===== config.mk =====
export PLATFORM = sky130hd
export DESIGN_NAME = tlb_test_port
export DESIGN_NICKNAME = d
export VERILOG_FILES = /design/src/tlb_test_pkg.sv /design/src/tlb_test_port.sv /design/src/tlb_way_match.sv
export SDC_FILE = /design/constraint.sdc
export NUM_CORES = 2
export LEC_CHECK = 0
export BUFFER_PORTS_ARGS = -buffer_cell sky130_fd_sc_hd__buf_2
export CORE_AREA = 2 2 401 403
export DETAILED_ROUTE_END_ITERATION = 6
export DIE_AREA = 0 0 403 405
export PLACE_DENSITY_LB_ADDON = 0.25
export RECOVER_POWER = 50
export SLEW_MARGIN = 15
export SYNTH_ARGS = -nofsm -noshare
export SYNTH_HDL_FRONTEND = slang
export SYNTH_SLANG_ARGS = --single-unit

===== constraint.sdc =====
create_clock -name clk -period 10.2 [get_ports clk]
set_clock_uncertainty 0.15 [all_clocks]
set_input_delay 2.04 -clock clk [delete_from_list [all_inputs] [get_ports clk]]
set_output_delay 2.04 -clock clk [all_outputs]
set_load 0.03 [all_outputs]

===== src/tlb_test_pkg.sv =====
`default_nettype none
// Shared constants and types for the translation buffer test port.
package tlb_test_pkg;
  // Buffer organisation.
  localparam int NUM_WAYS = 4;
  localparam int SETS_PER_WAY = 8;
  localparam int WAY_IDX_W = 2;
  localparam int SET_IDX_W = 3;
  localparam int LIN_W = 20;
  localparam int PHYS_W = 20;
  localparam int LRU_W = 3;
  // Byte offsets of the two registers on the Avalon bus.
  localparam logic [3:0] OFS_CTRL = 4'h0;
  localparam logic [3:0] OFS_DATA = 4'h4;
  // Test-control register field positions.
  localparam int CTL_CMD = 0;
  localparam int CTL_RW_C = 5;
  localparam int CTL_RW_T = 6;
  localparam int CTL_US_C = 7;
  localparam int CTL_US_T = 8;
  localparam int CTL_D_C = 9;
  localparam int CTL_D_T = 10;
  localparam int CTL_VALID = 11;
  localparam int LIN_LO = 12;
  // Test-data register field positions.
  localparam int DAT_WAY_LO = 2;
  localparam int DAT_HIT = 4;
  localparam int DAT_LRU_LO = 7;
  localparam int DAT_WTHRU = 10;
  localparam int DAT_UNCACHED = 11;
  localparam int PHYS_LO = 12;
  // Lowest bit that is reserved on the reduced-address variant.
  localparam int RSV_LO = 24;
  // Reset values, and the write mask of the reduced-address variant.
  localparam logic [31:0] CTRL_RST = 32'h0000_0000;
  localparam logic [31:0] DATA_RST = 32'h0000_0000;
  localparam logic [2:0] LRU_RST = 3'h0;
  localparam logic [31:0] RSV_MASK = 32'h00FF_FFFF;
  // The 24-bit tag: linear page, valid, dirty, user, writable.
  typedef struct packed {
    logic [19:0] lin;
    logic valid;
    logic dirty;
    logic user;
    logic wr;
  } tlb_tag_t;
  // One buffer entry: tag, physical page and the two page attributes.
  typedef struct packed {
    tlb_tag_t tag;
    logic [19:0] phys;
    logic uncached;
    logic wthru;
  } tlb_entry_t;
  // Avalon-MM request from the master.
  typedef struct packed {
    logic [3:0] address;
    logic read;
    logic write;
    logic [31:0] writedata;
  } avmm_req_t;
  // Operation sequencer states.
  typedef enum logic [0:0] {
    ST_IDLE = 1'b0,
    ST_EXEC = 1'b1
  } op_state_t;
endpackage
`default_nettype wire


===== src/tlb_test_port.sv =====
// Chosen here: the Avalon-MM register port and the placing of the registers.
`timescale 1ns/1ps
`default_nettype none
// Behaviour
// - Four ways of eight entries each.
// - Entry: 24-bit tag, 20-bit physical page.
// - Tag built from test-control register contents.
// - Control bit 0: write 0, lookup 1.
// - Write stores physical page for linear address.
// - Lookup updates fields other than the hit flag only on single match.
// - Write valid bit sets or invalidates entry.
// - Three attribute pairs at bits 10-5.
// - Pair encodings for lookup match and write.
// - Data bits 31-12 carry physical page.
// - Data bits 11,10 hold page attributes.
// - Lookup reports replacement bits before lookup.
// - Lookup sets hit flag on hit.
// - Write uses forced way or pseudo-LRU.
// - Way field reports hit way, forces write.
// - Reduced variant reserves bits 31-24.
module tlb_test_port #(
  parameter bit REDUCED_ADDR = 1'b0
) (
  input wire logic clk,
  input wire logic sys_rst,
  input wire tlb_test_pkg::avmm_req_t avs_req,
  output logic [31:0] avs_readdata,
  output logic avs_waitrequest
);
  import tlb_test_pkg::*;

  // Software-visible test registers.
  logic [31:0] tlb_test_command_reg;
  logic [31:0] tlb_test_result_reg;
  // Buffer storage and per-set replacement history.
  tlb_entry_t mem [NUM_WAYS][SETS_PER_WAY];
  logic [LRU_W-1:0] lru [SETS_PER_WAY];
  // Sequencer state and bus read handshake.
  op_state_t state;
  logic rd_ready;
  // Decoded bus accesses.
  logic wr_take;
  logic wr_ctrl;
  logic wr_data;
  logic [31:0] wmask;
  // Lookup and write helpers.
  logic [SET_IDX_W-1:0] set_idx;
  logic [5:0] pairs;
  logic [NUM_WAYS-1:0] way_hit;
  logic one_hit;
  logic [WAY_IDX_W-1:0] hit_way;
  logic [WAY_IDX_W-1:0] victim;
  logic [WAY_IDX_W-1:0] target_way;
  logic [LRU_W-1:0] lru_cur;
  logic do_lookup;
  logic do_write;
  logic hit_or_force_flag;
  logic [1:0] forced_way_select;
  tlb_entry_t new_entry;
  tlb_entry_t hit_entry;

  // Pseudo-LRU victim: bit 0 picks the half, bits 1 and 2 pick within it.
  function automatic logic [WAY_IDX_W-1:0] plru_victim(input logic [LRU_W-1:0] h);
    plru_victim = h[0] ? {1'b1, h[2]} : {1'b0, h[1]};
  endfunction

  // History update: point every touched tree node away from the used way.
  function automatic logic [LRU_W-1:0] plru_touch(input logic [LRU_W-1:0] h,
                                                  input logic [WAY_IDX_W-1:0] w);
    logic [LRU_W-1:0] r;
    r = h;
    r[0] = ~w[1];
    if (w[1]) begin
      r[2] = ~w[0];
    end else begin
      r[1] = ~w[0];
    end
    plru_touch = r;
  endfunction

  // Bus decode: writes are taken only while no operation runs.
  always_comb begin
    wr_take = avs_req.write & (state == ST_IDLE);
    wr_ctrl = wr_take & (avs_req.address == OFS_CTRL);
    wr_data = wr_take & (avs_req.address == OFS_DATA);
    wmask = REDUCED_ADDR ? RSV_MASK : 32'hFFFF_FFFF;
    // Writes stall during an operation; reads wait one cycle for registered data.
    avs_waitrequest = (state == ST_EXEC) | (avs_req.read & ~rd_ready);
  end

  // Field views of the two registers.
  always_comb begin
    set_idx = tlb_test_command_reg[LIN_LO +: SET_IDX_W];
    pairs = tlb_test_command_reg[CTL_RW_C +: 6];
    hit_or_force_flag = tlb_test_result_reg[DAT_HIT];
    forced_way_select = tlb_test_result_reg[DAT_WAY_LO +: WAY_IDX_W];
    lru_cur = lru[set_idx];
    victim = plru_victim(lru_cur);
    do_lookup = (state == ST_EXEC) & tlb_test_command_reg[CTL_CMD];
    do_write = (state == ST_EXEC) & ~tlb_test_command_reg[CTL_CMD];
  end

  genvar gw;
  generate
    for (gw = 0; gw < NUM_WAYS; gw++) begin : g_way
      tlb_way_match u_match (
        .stored(mem[gw][set_idx].tag),
        .lin(tlb_test_command_reg[31:LIN_LO]),
        .pairs(pairs),
        .hit(way_hit[gw])
      );
    end
  endgenerate

  always_comb begin
    one_hit = (way_hit != 4'h0) & ((way_hit & (way_hit - 4'h1)) == 4'h0);
    hit_way = 2'h0;
    for (int i = 0; i < NUM_WAYS; i++) begin
      if (way_hit[i]) begin
        hit_way = WAY_IDX_W'(i);
      end
    end
    hit_entry = mem[hit_way][set_idx];
    target_way = hit_or_force_flag ? forced_way_select : victim;
  end

  // Entry assembled from the two registers for a test write.
  always_comb begin
    new_entry.tag.lin = tlb_test_command_reg[31:LIN_LO];
    new_entry.tag.valid = tlb_test_command_reg[CTL_VALID];
    new_entry.tag.dirty = tlb_test_command_reg[CTL_D_T];
    new_entry.tag.user = tlb_test_command_reg[CTL_US_T];
    new_entry.tag.wr = tlb_test_command_reg[CTL_RW_T];
    new_entry.phys = tlb_test_result_reg[31:PHYS_LO];
    new_entry.uncached = tlb_test_result_reg[DAT_UNCACHED];
    new_entry.wthru = tlb_test_result_reg[DAT_WTHRU];
  end

  // Sequencer: a control write starts one operation cycle.
  always_ff @(posedge clk) begin
    if (sys_rst) begin
      state <= ST_IDLE;
    end else begin
      unique case (state)
        ST_IDLE: begin
          if (wr_ctrl) begin
            state <= ST_EXEC;
          end
        end
        ST_EXEC: begin
          state <= ST_IDLE;
        end
      endcase
    end
  end

  // Read path: data is registered, then waitrequest drops for one cycle.
  always_ff @(posedge clk) begin
    if (sys_rst) begin
      rd_ready <= 1'b0;
      avs_readdata <= 32'h0000_0000;
    end else if (avs_req.read & ~rd_ready & (state == ST_IDLE)) begin
      rd_ready <= 1'b1;
      // Unmapped addresses read as zero.
      if (avs_req.address == OFS_CTRL) begin
        avs_readdata <= tlb_test_command_reg;
      end else if (avs_req.address == OFS_DATA) begin
        avs_readdata <= tlb_test_result_reg;
      end else begin
        avs_readdata <= 32'h0000_0000;
      end
    end else begin
      rd_ready <= 1'b0;
    end
  end

  // Test-control register: bus writes and single-hit lookup results.
  always_ff @(posedge clk) begin
    if (sys_rst) begin
      tlb_test_command_reg <= CTRL_RST;
    end else if (wr_ctrl) begin
      tlb_test_command_reg <= avs_req.writedata & wmask;
    end else if (do_lookup & one_hit) begin
      tlb_test_command_reg[CTL_VALID] <= 1'b1;
      tlb_test_command_reg[CTL_D_T] <= hit_entry.tag.dirty;
      tlb_test_command_reg[CTL_D_C] <= ~hit_entry.tag.dirty;
      tlb_test_command_reg[CTL_US_T] <= hit_entry.tag.user;
      tlb_test_command_reg[CTL_US_C] <= ~hit_entry.tag.user;
      tlb_test_command_reg[CTL_RW_T] <= hit_entry.tag.wr;
      tlb_test_command_reg[CTL_RW_C] <= ~hit_entry.tag.wr;
    end
  end

  // Test-data register: bus writes and lookup results.
  always_ff @(posedge clk) begin
    if (sys_rst) begin
      tlb_test_result_reg <= DATA_RST;
    end else if (wr_data) begin
      tlb_test_result_reg <= avs_req.writedata & wmask;
    end else if (do_lookup) begin
      tlb_test_result_reg[DAT_HIT] <= one_hit;
      if (one_hit) begin
        tlb_test_result_reg[31:PHYS_LO] <= hit_entry.phys;
        tlb_test_result_reg[DAT_UNCACHED] <= hit_entry.uncached;
        tlb_test_result_reg[DAT_WTHRU] <= hit_entry.wthru;
        tlb_test_result_reg[DAT_LRU_LO +: LRU_W] <= lru_cur;
        tlb_test_result_reg[DAT_WAY_LO +: WAY_IDX_W] <= hit_way;
      end
    end
  end

  // Buffer storage: cleared at reset, written by a test write.
  always_ff @(posedge clk) begin
    if (sys_rst) begin
      for (int w = 0; w < NUM_WAYS; w++) begin
        for (int s = 0; s < SETS_PER_WAY; s++) begin
          mem[w][s] <= '0;
        end
      end
    end else if (do_write) begin
      mem[target_way][set_idx] <= new_entry;
    end
  end

  // Replacement history: touched by each write and each single hit.
  always_ff @(posedge clk) begin
    if (sys_rst) begin
      for (int s = 0; s < SETS_PER_WAY; s++) begin
        lru[s] <= LRU_RST;
      end
    end else if (do_write) begin
      lru[set_idx] <= plru_touch(lru_cur, target_way);
    end else if (do_lookup & one_hit) begin
      lru[set_idx] <= plru_touch(lru_cur, hit_way);
    end
  end
endmodule
`default_nettype wire


===== src/tlb_way_match.sv =====
`timescale 1ns/1ps
`default_nettype none
// Compares one stored tag with the lookup key and its attribute pairs.
module tlb_way_match (
  input wire tlb_test_pkg::tlb_tag_t stored,
  input wire logic [19:0] lin,
  input wire logic [5:0] pairs,
  output logic hit
);
  import tlb_test_pkg::*;

  // Each pair (true, complement) matches a stored 1 via true and a 0 via complement.
  logic d_ok;
  logic u_ok;
  logic w_ok;

  always_comb begin
    d_ok = (pairs[5] & stored.dirty) | (pairs[4] & ~stored.dirty);
    u_ok = (pairs[3] & stored.user) | (pairs[2] & ~stored.user);
    w_ok = (pairs[1] & stored.wr) | (pairs[0] & ~stored.wr);
    hit = stored.valid & (stored.lin == lin) & d_ok & u_ok & w_ok;
  end
endmodule
`default_nettype wire

==> results by group <==
Run status
  – Result of the run: finished, violations left
  – Violated checks: design-rule violations, max-capacitance violations, max-slew violations

Layout
  – Register name with the most flops: mem
  – Layout Cells excl Fill: 7860
  – Area used by multi-input combinational logic: 25200 sq um
  – Count of nets after finishing: 5661
  – Sequential cell area: 47000 sq um
  – Layout fillers: 13400
  – Number of flip-flops under the largest register name: 1472
  – Proportion of layout cells with a drive suffix above 1: 12.6%
  – Area overhead of the layout relative to synthesis: 10.4%

Place
  – DP Cell Count: 7541
  – Setup Slack @ Placement: 3.15 ns
  – Number of buffers added on ports: 72
  – Global placement routability congestion: 0.980
  – DP Wirelength: 162 mm

Die
  – Die area: 163000 sq um
  – Die Wd: 403 microns
  – Rows: 147
  – Die extent in y: 405 microns
  – Core footprint: 159000 sq um
  – Io pins: 73
  – Effective utilization at floorplan: 46.5%

Pwr
  – Sw power: 0.00320 W
  – Flop pwr share: 53.2%
  – Worst vdd rail ir drop: 0.000150 V
  – Switch share: 22.9%
  – Portion of total power attributed to combinational logic: 4.6%
  – Static leakage power: 28.4 nW
  – Power Total: 0.0140 W
  – Clock Power Share: 42.2%
  – Cell-internal power: 0.0108 W
  – Power per cell area: 171 nW/um^2

Detailed routing
  – Routed wire length: 276 mm
  – Routed vias: 51100
  – Routed len/inst: 35.2 microns
  – Via count normalized by instance count: 6.50
  – Remaining routing DRC violations: 19
  – Number of search-and-repair iterations in the first detailed-routing pass: 7
  – Antenna-violating nets left: 0
  – Drt first-iter violations: 8885

STA
  – Minimum clock period after layout: 8.70 ns
  – Hold Violations, Final: 0
  – Setup repair after global routing missed its margin: no
  – Total negative setup slack: 0 ns
  – Final number of max-transition violations: 1515
  – Number of endpoints failing setup at the final stage: 0
  – Post-route clock period utilization: 85.3%
  – Worst-margin pin slew: 3.68 ns
  – Worst Hold Margin: 0.305 ns
  – Max-slew headroom at the worst pin: -148%
  – Peak Freq: 0.115 GHz
  – Worst path setup slack after routing: 1.50 ns

Critical path
  – Critical Path AT: 9.01 ns
  – Flop-to-flop setup slack: 2.02 ns
  – Critical path capture point type: register
  – Sort of element at the start of the critical path: input pin
  – Required time at the endpoint of the critical path: 10.51 ns
  – Category of the critical setup timing path: input pin to register
  – Worst-path maximum fanout: 33

Clock network
  – Clk sink count: 1597
  – H-Tree Depth: 4
  – Total CTS buffers: 163
  – Insertion delay to the later sink of the worst-skew pair: 0.84 ns
  – Clock-pin slew on the worst setup and hold paths: 0.06 ns
  – Post-CTS Hold Buffers: 0
  – Clock tree root buffer cell: clkbuf_16
  – CTS tree: done
  – Postcts setup bufs: 0
  – Post_cts resized: 0
  – Clk buf depth: 3

Yosys
  – Share of synthesized registers carrying an async set or reset: 0%
  – Post-Syn Area per Cell: 13.1 sq um
  – Distinct cells, synth: 100
  – Synth warnings: 0
  – Sequential share of the synthesized area: 63.3%
  – Post-Synthesis Cell Area: 74100 sq um
  – Dominant synthesized flop cell: edfxtp_1
  – Gate Count Post-Synth: 5678
  – Library cell occupying the most area in the post-synthesis netlist: edfxtp_1
  – Top post-synthesis cells by area: edfxtp_1 61%, and2_1 11%, mux2i_1 4.6%
  – Number of flops mapped to enable cells by yosys: 1496
  – Post-synth top area share: 60.6%
  – Flops & latches, synth: 1597

Global routing
  – Wire length of the first global-routing pass: 382 mm
  – All-Layer GR Usage: 33.4%
  – Remaining Overflow, GRT: 0
  – Via count of the first global-routing pass: 48500
  – Pin count of the biggest net entering global routing: 99
  – Antenna violations before repair: 19

Min path
  – Min-delay worst type: register to register

Run
  – Number of max-cap violations: 60
power by group through the flow:
stage | Sequential [W] | Combinational (W) | Clock, W
2_1_floorplan | 0.00760 | 0.000325 | 0
5_1_grt | 0.00747 | 0.000655 | 0.00616
4_1_cts | 0.00745 | 0.000638 | 0.00591
6_report | 0.00746 | 0.000643 | 0.00591
3_5_place_dp | 0.00759 | 0.000636 | 0
3_3_place_gp | 0.00758 | 0.000634 | 0
critical path, stage by stage:
cell and delay (ns):
clkbuf_1 1.32, clkinvlp_2 2.29, o21ai_0 2.46, buf_4 0.79
cell type report:
| class | instances | area share (%) |
|---|---|---|
| Clock inverter | 100 | 0.910 |
| Clock buffer | 203 | 5.41 |
| Inverter | 20 | 0.0948 |
| Antenna cell | 15 | 0.0459 |
| Tap cell | 2086 | 3.19 |
| Multi-Input combinational cell | 3558 | 30.8 |
| Timing Repair Buffer | 281 | 2.19 |
| Sequential cell | 1597 | 57.4 |
cell usage after synthesis (10+ instances only):
| cell type | instances |
|---|---|
| nand3_1 | 37 |
| buf_1 | 10 |
| xnor2_1 | 37 |
| buf_6 | 25 |
| nor4_1 | 28 |
| a2111oi_0 | 15 |
| and3_1 | 17 |
| buf_4 | 23 |
| a221oi_1 | 44 |
| a311oi_1 | 10 |
| o2bb2ai_1 | 16 |
| xor2_1 | 19 |
| clkbuf_1 | 426 |
| mux2i_1 | 338 |
| o21ai_0 | 113 |
| inv_1 | 18 |
| and2_1 | 1260 |
| buf_2 | 61 |
| nand2b_1 | 28 |
| nand4_1 | 13 |
| nor2b_1 | 28 |
| o22ai_1 | 64 |
| a211oi_1 | 61 |
| o211ai_1 | 56 |
| mux4_2 | 79 |
| a21oi_1 | 126 |
| nor3_1 | 203 |
| dfxtp_1 | 101 |
| a22o_1 | 12 |
| a221o_1 | 25 |
| edfxtp_1 | 1496 |
| a22oi_1 | 106 |
| nor2_1 | 209 |
| nor3b_1 | 11 |
| mux2_2 | 102 |
| or3_1 | 16 |
| nand2_1 | 233 |
through the flow:
stage	utilization [%]	area, sq um
final	51.4	81900
after global routing	51.4	81800
after CTS	51.7	82400
after detailed placement	48.5	77200
after global placement	48.4	77200
after floorplan	-	74300
cell families after synthesis:
kind of cell    after synthesis  synth area share [%]
simple gates               2154                  16.6
flops                      1597                  63.3
compound gates              775                  7.38
buf+inv                     570                  3.45
mux                         525                  8.63
xor+xnor                     56                 0.662
other cells                   1               0.00506
per-layer routing:
metal	vias up	track usage (%)	routed length [microns]
met5	-	0	42
met2	3970	50.0	120000
met4	6	17.7	17600
met3	890	9.87	39100
met1	25500	44.0	99800
li1	20700	-	-
layout by cell type, fill, tap and decap left out, types with 17 or more instances in the layout:
cell type  instances
mux4_2            79
buf_4            160
o22ai_1           64
clkbuf_16        168
nor3_1           200
o21ai_0           97
and3_1            17
a221o_1           25
clkbuf_1          99
clkinv_2          37
clkinv_1          45
a221oi_1          44
nand2b_1          26
conb_1            48
nor2b_1           24
xnor2_1           37
a22oi_1          106
dfxtp_1           87
a21oi_1          126
nor4_1            27
and2_1           938
nand3_1           37
nand2_1          230
xor2_1            19
mux2i_1          338
buf_2             38
mux2_2           102
o211ai_1          56
edfxtp_1        1496
a211oi_1          61
and2_0           322
nor2_1           190
final timing paths:
path / cells after the start / to / start
setup reg to reg: 8 / mem[3][350]$_SDFFCE_PN0P_ / tlb_test_command_reg[13]$_SDFFE_PP0P_
hold reg to reg: 2 / tlb_test_result_reg[0]$_SDFFE_PP0P_ / tlb_test_result_reg[0]$_SDFFE_PP0P_
hold / removal: 2 / tlb_test_result_reg[0]$_SDFFE_PP0P_ / tlb_test_result_reg[0]$_SDFFE_PP0P_
setup / recovery: 4 / mem[3][87]$_SDFFCE_PN0P_ / sys_rst
Power figures use the tool's default switching activity.
